$ cat config.mk
export PLATFORM = sky130hd
export DESIGN_NAME = pin_select_map
export DESIGN_NICKNAME = d
export VERILOG_FILES = /design/src/pin_select_pkg.sv /design/src/reg_access_if.sv /design/src/axil_reg_port.sv /design/src/pin_select_map.sv
export VERILOG_INCLUDE_DIRS = /design/src
export SDC_FILE = /design/constraint.sdc
export NUM_CORES = 1
export LEC_CHECK = 0
export BUFFER_PORTS_ARGS = -buffer_cell sky130_fd_sc_hd__buf_4
export CAP_MARGIN = 20
export CORE_MARGIN = 4
export CORE_UTILIZATION = 40
export CTS_CLUSTER_DIAMETER = 100
export CTS_CLUSTER_SIZE = 40
export DETAILED_ROUTE_END_ITERATION = 7
export GPL_TIMING_DRIVEN = 1
export HOLD_SLACK_MARGIN = 0.02
export PLACE_DENSITY = 0.77
export SKIP_CTS_REPAIR_TIMING = 1
export SLEW_MARGIN = 20
export SYNTH_ARGS = -nofsm -noshare
export SYNTH_HDL_FRONTEND = slang
export SYNTH_SLANG_ARGS = --single-unit
$ cat constraint.sdc
create_clock -name sys_clk -period 2.5 [get_ports sys_clk]
set_clock_uncertainty 0.15 [all_clocks]
set_input_delay 0.125 -clock sys_clk [delete_from_list [all_inputs] [get_ports sys_clk]]
set_output_delay 0.125 -clock sys_clk [all_outputs]
set_load 0.01 [all_outputs]
$ cat src/pin_select_defs.svh
`ifndef PIN_SELECT_DEFS_SVH
`define PIN_SELECT_DEFS_SVH

// Register byte offsets
`define OFF_FAULT_SEL_7_8    8'h00
`define OFF_MAP_32_33        8'h04
`define OFF_MAP_34_35        8'h08
`define OFF_MAP_36_37        8'h0C

// Field positions
`define FAULT_SEVEN_LSB      0
`define FAULT_EIGHT_LSB      8
`define MAP_LOW_LSB          0
`define MAP_HIGH_LSB         8

// Implemented-bit masks
`define FAULT_SEL_MASK       16'hFFFF
`define MAP_MASK             16'h3F3F

// Reset values
`define FAULT_SEL_RESET      8'h00
`define MAP_FIELD_RESET      6'h00

// Highest remappable pin a fault selector may name
`define FAULT_PIN_MAX        8'hB5

// AXI responses
`define RESP_OKAY            2'h0
`define RESP_DECERR          2'h3

`endif

$ cat src/pin_select_pkg.sv
`default_nettype none
package pin_select_pkg;
  typedef logic [5:0]  function_code_t;
  typedef logic [7:0]  pin_choice_t;
  typedef logic [15:0] reg_word_t;
endpackage
`default_nettype wire

$ cat src/reg_access_if.sv
`default_nettype none
interface reg_access_if #(parameter int ADDR_W = 8);
  logic                       wr_req;
  logic [ADDR_W-1:0]          wr_addr;
  logic [31:0]                wr_data;
  logic [3:0]                 wr_strb;
  logic                       wr_hit;
  logic                       rd_req;
  logic [ADDR_W-1:0]          rd_addr;
  pin_select_pkg::reg_word_t  rd_data;
  logic                       rd_hit;

  modport port (output wr_req, wr_addr, wr_data, wr_strb, rd_req, rd_addr,
                input wr_hit, rd_data, rd_hit);
  modport regs (input wr_req, wr_addr, wr_data, wr_strb, rd_req, rd_addr,
                output wr_hit, rd_data, rd_hit);
endinterface
`default_nettype wire

$ cat src/axil_reg_port.sv
`include "pin_select_defs.svh"
`default_nettype none
module axil_reg_port #(
  parameter int ADDR_W = 8
) (
  // Clock and reset
  input  wire logic              sys_clk,
  input  wire logic              arst_n,
  // Write channels
  input  wire logic [ADDR_W-1:0] s_axi_awaddr,
  input  wire logic              s_axi_awvalid,
  output logic                   s_axi_awready,
  input  wire logic [31:0]       s_axi_wdata,
  input  wire logic [3:0]        s_axi_wstrb,
  input  wire logic              s_axi_wvalid,
  output logic                   s_axi_wready,
  output logic [1:0]             s_axi_bresp,
  output logic                   s_axi_bvalid,
  input  wire logic              s_axi_bready,
  // Read channels
  input  wire logic [ADDR_W-1:0] s_axi_araddr,
  input  wire logic              s_axi_arvalid,
  output logic                   s_axi_arready,
  output logic [31:0]            s_axi_rdata,
  output logic [1:0]             s_axi_rresp,
  output logic                   s_axi_rvalid,
  input  wire logic              s_axi_rready,
  // Register side
  reg_access_if.port             ra
);
  logic              aw_full;
  logic              w_full;
  logic [ADDR_W-1:0] aw_addr_q;
  logic [31:0]       w_data_q;
  logic [3:0]        w_strb_q;

  // Handshakes and next state
  wire take_aw       = s_axi_awvalid & s_axi_awready;
  wire take_w        = s_axi_wvalid & s_axi_wready;
  wire take_ar       = s_axi_arvalid & s_axi_arready;
  wire do_write      = aw_full & w_full & ~s_axi_bvalid;
  wire next_aw_full  = (aw_full | take_aw) & ~do_write;
  wire next_w_full   = (w_full | take_w) & ~do_write;
  wire next_bvalid   = do_write | (s_axi_bvalid & ~s_axi_bready);
  wire next_rvalid   = take_ar | (s_axi_rvalid & ~s_axi_rready);

  // Requests toward the register file
  assign ra.wr_req  = do_write;
  assign ra.wr_addr = aw_addr_q;
  assign ra.wr_data = w_data_q;
  assign ra.wr_strb = w_strb_q;
  assign ra.rd_req  = take_ar;
  assign ra.rd_addr = s_axi_araddr;

  // Write address and data holding
  always_ff @(posedge sys_clk or negedge arst_n) begin
    if (!arst_n) begin
      aw_full   <= 1'b0;
      w_full    <= 1'b0;
      aw_addr_q <= '0;
      w_data_q  <= 32'h0000_0000;
      w_strb_q  <= 4'h0;
    end else begin
      aw_full <= next_aw_full;
      w_full  <= next_w_full;
      if (take_aw) begin
        aw_addr_q <= s_axi_awaddr;
      end
      if (take_w) begin
        w_data_q <= s_axi_wdata;
        w_strb_q <= s_axi_wstrb;
      end
    end
  end

  // Ready flags and write response
  always_ff @(posedge sys_clk or negedge arst_n) begin
    if (!arst_n) begin
      s_axi_awready <= 1'b0;
      s_axi_wready  <= 1'b0;
      s_axi_bvalid  <= 1'b0;
      s_axi_bresp   <= `RESP_OKAY;
    end else begin
      s_axi_awready <= ~next_aw_full & ~next_bvalid;
      s_axi_wready  <= ~next_w_full & ~next_bvalid;
      s_axi_bvalid  <= next_bvalid;
      if (do_write) begin
        s_axi_bresp <= ra.wr_hit ? `RESP_OKAY : `RESP_DECERR;
      end
    end
  end

  // Read answer, one cycle after the address
  always_ff @(posedge sys_clk or negedge arst_n) begin
    if (!arst_n) begin
      s_axi_arready <= 1'b0;
      s_axi_rvalid  <= 1'b0;
      s_axi_rdata   <= 32'h0000_0000;
      s_axi_rresp   <= `RESP_OKAY;
    end else begin
      s_axi_arready <= ~next_rvalid;
      s_axi_rvalid  <= next_rvalid;
      if (take_ar) begin
        s_axi_rdata <= {16'h0000, ra.rd_data};
        s_axi_rresp <= ra.rd_hit ? `RESP_OKAY : `RESP_DECERR;
      end
    end
  end
endmodule // axil_reg_port
`default_nettype wire

$ cat src/pin_select_map.sv
// Behaviour
// - Map word one holds a six-bit function choice for pin 33 at bits 13-8 and for pin 32 at bits 5-0.
// - Map word two routes the function in bits 13-8 to pin 35 and the one in bits 5-0 to pin 34.
// - Map word three routes the function in bits 13-8 to pin 37 and the one in bits 5-0 to pin 36.
// - Bits 15-14 and 7-6 of every map word are not stored and always read as zero.
// - An eight-bit fault selector value n ties its fault input to remappable pin n up to 181, zero ties it low.
//
// The register offsets and the AXI4-Lite slave port were left to the implementer.
`include "pin_select_defs.svh"
`default_nettype none
module pin_select_map #(
  parameter int ADDR_W   = 8,
  parameter int NUM_PINS = 182
) (
  // Clock and reset
  input  wire logic                        sys_clk,
  input  wire logic                        arst_n,
  // AXI4-Lite write address
  input  wire logic [ADDR_W-1:0]           s_axi_awaddr,
  input  wire logic                        s_axi_awvalid,
  output logic                             s_axi_awready,
  // AXI4-Lite write data
  input  wire logic [31:0]                 s_axi_wdata,
  input  wire logic [3:0]                  s_axi_wstrb,
  input  wire logic                        s_axi_wvalid,
  output logic                             s_axi_wready,
  // AXI4-Lite write response
  output logic [1:0]                       s_axi_bresp,
  output logic                             s_axi_bvalid,
  input  wire logic                        s_axi_bready,
  // AXI4-Lite read address
  input  wire logic [ADDR_W-1:0]           s_axi_araddr,
  input  wire logic                        s_axi_arvalid,
  output logic                             s_axi_arready,
  // AXI4-Lite read data
  output logic [31:0]                      s_axi_rdata,
  output logic [1:0]                       s_axi_rresp,
  output logic                             s_axi_rvalid,
  input  wire logic                        s_axi_rready,
  // Remappable pin levels, index is the pin number
  input  wire logic [NUM_PINS-1:0]         remappable_pin_n,
  // Per-pin function-select vectors
  output pin_select_pkg::function_code_t   pin32_function_choice,
  output pin_select_pkg::function_code_t   pin33_function_choice,
  output pin_select_pkg::function_code_t   pin34_function_choice,
  output pin_select_pkg::function_code_t   pin35_function_choice,
  output pin_select_pkg::function_code_t   pin36_function_choice,
  output pin_select_pkg::function_code_t   pin37_function_choice,
  // PWM fault inputs
  output logic                             pwm_fault_input_seven,
  output logic                             pwm_fault_input_eight
);

  pin_select_pkg::pin_choice_t fault_seven_pin_choice;
  pin_select_pkg::pin_choice_t fault_eight_pin_choice;

  // Request and answer wires between front end and registers
  reg_access_if #(.ADDR_W(ADDR_W)) ra ();

  // Bus slave front end
  axil_reg_port #(.ADDR_W(ADDR_W)) u_port (
    .sys_clk       (sys_clk),
    .arst_n        (arst_n),
    .s_axi_awaddr  (s_axi_awaddr),
    .s_axi_awvalid (s_axi_awvalid),
    .s_axi_awready (s_axi_awready),
    .s_axi_wdata   (s_axi_wdata),
    .s_axi_wstrb   (s_axi_wstrb),
    .s_axi_wvalid  (s_axi_wvalid),
    .s_axi_wready  (s_axi_wready),
    .s_axi_bresp   (s_axi_bresp),
    .s_axi_bvalid  (s_axi_bvalid),
    .s_axi_bready  (s_axi_bready),
    .s_axi_araddr  (s_axi_araddr),
    .s_axi_arvalid (s_axi_arvalid),
    .s_axi_arready (s_axi_arready),
    .s_axi_rdata   (s_axi_rdata),
    .s_axi_rresp   (s_axi_rresp),
    .s_axi_rvalid  (s_axi_rvalid),
    .s_axi_rready  (s_axi_rready),
    .ra            (ra)
  );

  // Byte-lane merge, unimplemented bits forced to zero
  // Lanes 2 and 3 have no storage behind them
  function automatic pin_select_pkg::reg_word_t merge_word(
    input pin_select_pkg::reg_word_t old_word,
    input logic [31:0]               data,
    input logic [3:0]                strb,
    input pin_select_pkg::reg_word_t mask
  );
    pin_select_pkg::reg_word_t w;
    w = old_word;
    if (strb[0]) begin
      w[7:0] = data[7:0];
    end
    if (strb[1]) begin
      w[15:8] = data[15:8];
    end
    return w & mask;
  endfunction

  // Fault source pick: zero or out of range ties low
  // Out-of-range values would otherwise index past the pin vector
  function automatic logic fault_source(
    input pin_select_pkg::pin_choice_t sel,
    input logic [NUM_PINS-1:0]         pins
  );
    logic hit;
    logic in_range;
    hit      = 1'b0;
    in_range = sel <= `FAULT_PIN_MAX && int'(sel) < NUM_PINS; // Index stays inside the pins
    if (sel != 8'h00 && in_range) begin
      hit = pins[sel];
    end
    return hit;
  endfunction

  // Word-aligned address of each request
  function automatic logic [ADDR_W-1:0] word_addr(input logic [ADDR_W-1:0] a);
    return {a[ADDR_W-1:2], 2'b00};
  endfunction

  // Low address bits dropped, so any byte address hits its word
  // Write decode
  wire [ADDR_W-1:0] wa       = word_addr(ra.wr_addr);
  wire              w_fault  = wa == ADDR_W'(`OFF_FAULT_SEL_7_8);
  wire              w_map1   = wa == ADDR_W'(`OFF_MAP_32_33);
  wire              w_map2   = wa == ADDR_W'(`OFF_MAP_34_35);
  wire              w_map3   = wa == ADDR_W'(`OFF_MAP_36_37);
  assign ra.wr_hit = w_fault | w_map1 | w_map2 | w_map3;

  // Present words as software sees them
  wire pin_select_pkg::reg_word_t fault_word =
    {fault_eight_pin_choice, fault_seven_pin_choice};
  wire pin_select_pkg::reg_word_t map1_word =
    {2'b00, pin33_function_choice, 2'b00, pin32_function_choice};
  wire pin_select_pkg::reg_word_t map2_word =
    {2'b00, pin35_function_choice, 2'b00, pin34_function_choice};
  wire pin_select_pkg::reg_word_t map3_word =
    {2'b00, pin37_function_choice, 2'b00, pin36_function_choice};

  // Next words after a write
  wire pin_select_pkg::reg_word_t next_fault_word =
    merge_word(fault_word, ra.wr_data, ra.wr_strb, `FAULT_SEL_MASK);
  wire pin_select_pkg::reg_word_t next_map1_word =
    merge_word(map1_word, ra.wr_data, ra.wr_strb, `MAP_MASK);
  wire pin_select_pkg::reg_word_t next_map2_word =
    merge_word(map2_word, ra.wr_data, ra.wr_strb, `MAP_MASK);
  wire pin_select_pkg::reg_word_t next_map3_word =
    merge_word(map3_word, ra.wr_data, ra.wr_strb, `MAP_MASK);

  // Unmapped words read as zero with a decode error
  // Read decode and data select
  wire [ADDR_W-1:0] rda     = word_addr(ra.rd_addr);
  wire              r_fault = rda == ADDR_W'(`OFF_FAULT_SEL_7_8);
  wire              r_map1  = rda == ADDR_W'(`OFF_MAP_32_33);
  wire              r_map2  = rda == ADDR_W'(`OFF_MAP_34_35);
  wire              r_map3  = rda == ADDR_W'(`OFF_MAP_36_37);
  assign ra.rd_hit  = r_fault | r_map1 | r_map2 | r_map3;
  assign ra.rd_data = r_fault ? fault_word :
                      r_map1  ? map1_word  :
                      r_map2  ? map2_word  :
                      r_map3  ? map3_word  : 16'h0000;

  // All eight bits stored, so out-of-range values read back as written
  // Fault input selectors
  always_ff @(posedge sys_clk or negedge arst_n) begin
    if (!arst_n) begin
      fault_seven_pin_choice <= `FAULT_SEL_RESET;
      fault_eight_pin_choice <= `FAULT_SEL_RESET;
    end else if (ra.wr_req && w_fault) begin
      fault_seven_pin_choice <= next_fault_word[`FAULT_SEVEN_LSB +: 8];
      fault_eight_pin_choice <= next_fault_word[`FAULT_EIGHT_LSB +: 8];
    end
  end

  // Unimplemented bits are masked off before these registers
  // Pins 32 and 33
  always_ff @(posedge sys_clk or negedge arst_n) begin
    if (!arst_n) begin
      pin32_function_choice <= `MAP_FIELD_RESET;
      pin33_function_choice <= `MAP_FIELD_RESET;
    end else if (ra.wr_req && w_map1) begin
      pin32_function_choice <= next_map1_word[`MAP_LOW_LSB +: 6];
      pin33_function_choice <= next_map1_word[`MAP_HIGH_LSB +: 6];
    end
  end

  // Pins 34 and 35
  always_ff @(posedge sys_clk or negedge arst_n) begin
    if (!arst_n) begin
      pin34_function_choice <= `MAP_FIELD_RESET;
      pin35_function_choice <= `MAP_FIELD_RESET;
    end else if (ra.wr_req && w_map2) begin
      pin34_function_choice <= next_map2_word[`MAP_LOW_LSB +: 6];
      pin35_function_choice <= next_map2_word[`MAP_HIGH_LSB +: 6];
    end
  end

  // Pins 36 and 37
  always_ff @(posedge sys_clk or negedge arst_n) begin
    if (!arst_n) begin
      pin36_function_choice <= `MAP_FIELD_RESET;
      pin37_function_choice <= `MAP_FIELD_RESET;
    end else if (ra.wr_req && w_map3) begin
      pin36_function_choice <= next_map3_word[`MAP_LOW_LSB +: 6];
      pin37_function_choice <= next_map3_word[`MAP_HIGH_LSB +: 6];
    end
  end

  // The extra flop keeps these outputs straight from a register
  // Fault inputs follow their chosen pin, one cycle later
  always_ff @(posedge sys_clk or negedge arst_n) begin
    if (!arst_n) begin
      pwm_fault_input_seven <= 1'b0;
      pwm_fault_input_eight <= 1'b0;
    end else begin
      pwm_fault_input_seven <= fault_source(fault_seven_pin_choice, remappable_pin_n);
      pwm_fault_input_eight <= fault_source(fault_eight_pin_choice, remappable_pin_n);
    end
  end

endmodule // pin_select_map
`default_nettype wire

==> impl_results.md <==
- Avg Cell Area, Syn: 12.8 um^2
- CTS Root Cell: clkbuf_16
- CP delay by family, top: compound AO/OA/AOI/OAI gates
- RD Place Congestion: 0.930
- Largest area contributor in the netlist: dfrtp_1
- Mapped cell area: 7400 um^2
- Initial core utilization: 40.9%
- Distinct cells, synth: 50
- Crit path max fanout: 8
- Detailed Route Iter0 Violations: 523
- Core ar.: 18100 um^2
- Leakage: 4.74 nW
- Worst-path clk slew: 70 ps
- Setup-failing EPs final: 0
- Io pins: 320
- Post-route ant nets: 0
- Vias in the first global route: 6826
- Port Buffers: 281
- Max cap viols: 0
- Global-route wire length before repair: 39400 um
- Finished Cell Area: 10700 um^2
- Number of detailed-route iterations in the first pass: 5
- Post-place instance area: 9900 um^2
- Worst skew pair latency: 350 ps
- Ys Warns: 0
- Number of synthesized register bits: 103
- Tmin final: 2420 ps
- Post-synthesis sequential area ratio: 34.8%
- Critical path type: flip-flop to flip-flop
- Worst-margin pin slew: 592 ps
- Mapped Cells: 578
- Worst setup startpoint: fault_eight_pin_choice[0]
- Worst setup EP type: flip-flop
- CTS max path bufs: 2
- Share of the synthesized area in the top cell type: 34.8%
- Vias: 6785
- GRT overflow: 0
- Worst endpoint data arrival time: 2510 ps
- DIE WIDTH: 144 um
- WL per Instance: 23.9 um
- Sw Ratio: 37.6%
- # rows: 49
- Initial antenna violation count: 0
- TritonCTS clock tree: done
- Post-synth ARST share: 100%
- CTS Buf Count: 9
- VDD IR-drop max: 0.521 mV
- Area growth syn-to-layout: 44.3%
- Crit path buffers/inverters: 2
- Final period utilization: 96.9%
- Worst EP required: 2590 ps
- Final hold viol count: 0
- Hold crit path type: input port to asynchronous set/reset pin
- Worst r2r src: fault_eight_pin_choice[0]
- N_diodes: 0
- Comb pwr share: 54.5%
- Post-layout net count: 1146
- NetSw: 3.69 mW
- Die Ht: 144 um
- Fmax: 413 MHz
- Final Max Slew Viols: 0
- Crit path cell chain: buf_12 > buf_16 > mux4_2 > mux2i_1 > a211oi_1 > a311oi_1 > a311oi_1 > a211o_1
- Top FF cell, synth: dfrtp_1
- Area contributors post-synth: dfrtp_1 (35%), mux4_2 (28%), mux2_2 (12%)
- H-Tree Depth: 3
- Die area: 20800 um^2
- Sequential Power Share: 29.5%
- Post-synth EDFFs: 0
- Most common cell on crit path: a311oi_1
- Crit path launch type: flip-flop
- # fillers: 1481
- Overall Power: 9.81 mW
- P_int: 6.12 mW
- Worst path slowest cell: mux4_2
- CP peak stage delay: 500 ps
- Detailed Route WL: 27200 um
- Final HPWL DP: 21300 um
- DRC Markers: 0
- Largest net degree at the start of global routing: 81
- Ratio of cells with drive above 1 in the final layout: 58.9%
- Power per Cell Area: 918 nW/um^2
- Slew margin rel.: 60.4%
- GRT Resource Usage Total: 25.1%
- CTS Sinks: 103
- Clock power share: 16.1%
- DR vias/cell: 5.96
- Outcome: finished, final reports clean
[cells in the mapped netlist (2+ instances only)]
| cell type | instances |
|---|---|
| nand3b_1 | 2 |
| nor2b_1 | 13 |
| mux2_2 | 77 |
| and3_1 | 4 |
| o221ai_1 | 2 |
| a22o_1 | 7 |
| a311oi_1 | 3 |
| nand2_1 | 50 |
| o21ai_0 | 9 |
| nor4_1 | 2 |
| a22oi_1 | 9 |
| a2111oi_0 | 5 |
| o22ai_1 | 5 |
| o21a_1 | 2 |
| nand2b_1 | 5 |
| dfrtp_1 | 103 |
| or2_2 | 2 |
| buf_4 | 28 |
| buf_1 | 6 |
| mux4_1 | 3 |
| nand3_1 | 29 |
| or3_1 | 2 |
| clkbuf_1 | 17 |
| nor3_1 | 4 |
| mux4_2 | 91 |
| o211ai_1 | 4 |
| nand4_1 | 2 |
| a31oi_1 | 7 |
| inv_1 | 6 |
| a211oi_1 | 4 |
| o311ai_0 | 2 |
| buf_2 | 8 |
| a21oi_1 | 10 |
| mux2i_1 | 24 |
| nor2_1 | 16 |
[final timing paths]
| check | to | slack (ps) | cells after the start |
|---|---|---|---|
| setup reg to reg | pwm_fault_input_eight | 80 | 8 |
| hold reg to reg | u_port.s_axi_rdata[11] | 330 | 2 |
| hold / removal | fault_eight_pin_choice[7] | 70 | 2 |
| min in group sys_clk | u_port.s_axi_rdata[10] | 90 | 5 |
| max in group asynchronous | fault_eight_pin_choice[0] | 1380 | 3 |
| setup / recovery | pwm_fault_input_eight | 80 | 8 |
[final cells by class]
class	instances	area (um^2)	area share [%]
Timing Repair Buffer	363	2940	27.5
Inverter	7	30.0	0.281
Tap cell	229	287	2.68
Clock inverter	6	97.6	0.914
Clock buffer	10	239	2.24
Multi-Input combinational cell	421	4500	42.2
Sequential cell	103	2590	24.2
[cell usage in the layout, fill, tap and decap left out, types with 3 or more instances in the layout]
master           n
o21ai_0          8
a21oi_1          9
dlygate4sd3_1   29
and3_1           4
nand2b_1         5
nor2_1          16
mux4_2          94
nor3_1           4
a22o_1           7
mux2i_1         22
a31oi_1          7
a211oi_1         4
mux2_2          77
a2111oi_0        4
buf_4          323
a22oi_1          8
dfrtp_1         99
inv_6            3
nor2b_1         13
nand2_1         50
o22ai_1          5
a311oi_1         3
clkbuf_16       11
buf_12           6
inv_1            6
o211ai_1         4
nand3_1         29
conb_1          16
[sequential cells by signal (all words and copies together), names as in the netlist, 2 cells and up]
name	cells
u_port.ra.wr_data	16
u_port.s_axi_rdata	16
fault_eight_pin_choice	8
fault_seven_pin_choice	8
pin32_function_choice	6
pin33_function_choice	6
pin34_function_choice	6
pin35_function_choice	6
pin36_function_choice	6
pin37_function_choice	6
u_port.ra.wr_addr	6
u_port.ra.wr_strb	2
[power by group through the flow]
stage          registers (mW)  clock network, mW  logic, mW
4_1_cts                  2.88               1.61       5.03
5_1_grt                  2.98               1.66       5.71
3_3_place_gp             2.89                  0       4.93
6_report                 2.89               1.58       5.34
3_5_place_dp             2.91                  0       5.02
2_1_floorplan            2.68                  0       3.25
[metal layers]
layer	track usage [%]	up-vias	part of all wire [%]
li1	-	2927	-
met1	34.6	3405	39
met2	40.3	397	49
met3	5.13	56	8.9
met4	7.33	0	2.7
met5	0	-	0
[cells by family (layout without fill, tap and decap cells)]
group                  count (synthesis)  in the layout  synth area share, %
buffers and inverters                 69            386                 5.39
AO/OA/AOI/OAI                         74             74                 7.11
other                                  1             16               0.0506
AND/OR/NAND/NOR                      136            136                 8.94
flip-flops                           103            103                 34.8
multiplexers                         195            195                 43.7
[metrics by stage]
stage / hold WS, ps / TNS, ps / utilization [%] / setup slack (ps) / instances
6_report: 73.6 / 0 / 59.1 / 78.7 / 1139
5_1_grt: 103 / -0.919 / 59.1 / -0.919 / 1139
2_1_floorplan: -321 / 0 / - / 243 / 593
4_1_cts: -471 / -6.09 / 56.6 / -6.09 / 1098
3_5_place_dp: -98.7 / 0 / 54.7 / 12.2 / 1082
3_3_place_gp: -100 / 0 / 54.7 / 51.6 / 1082
No activity file was read; power rests on OpenSTA's default activity.
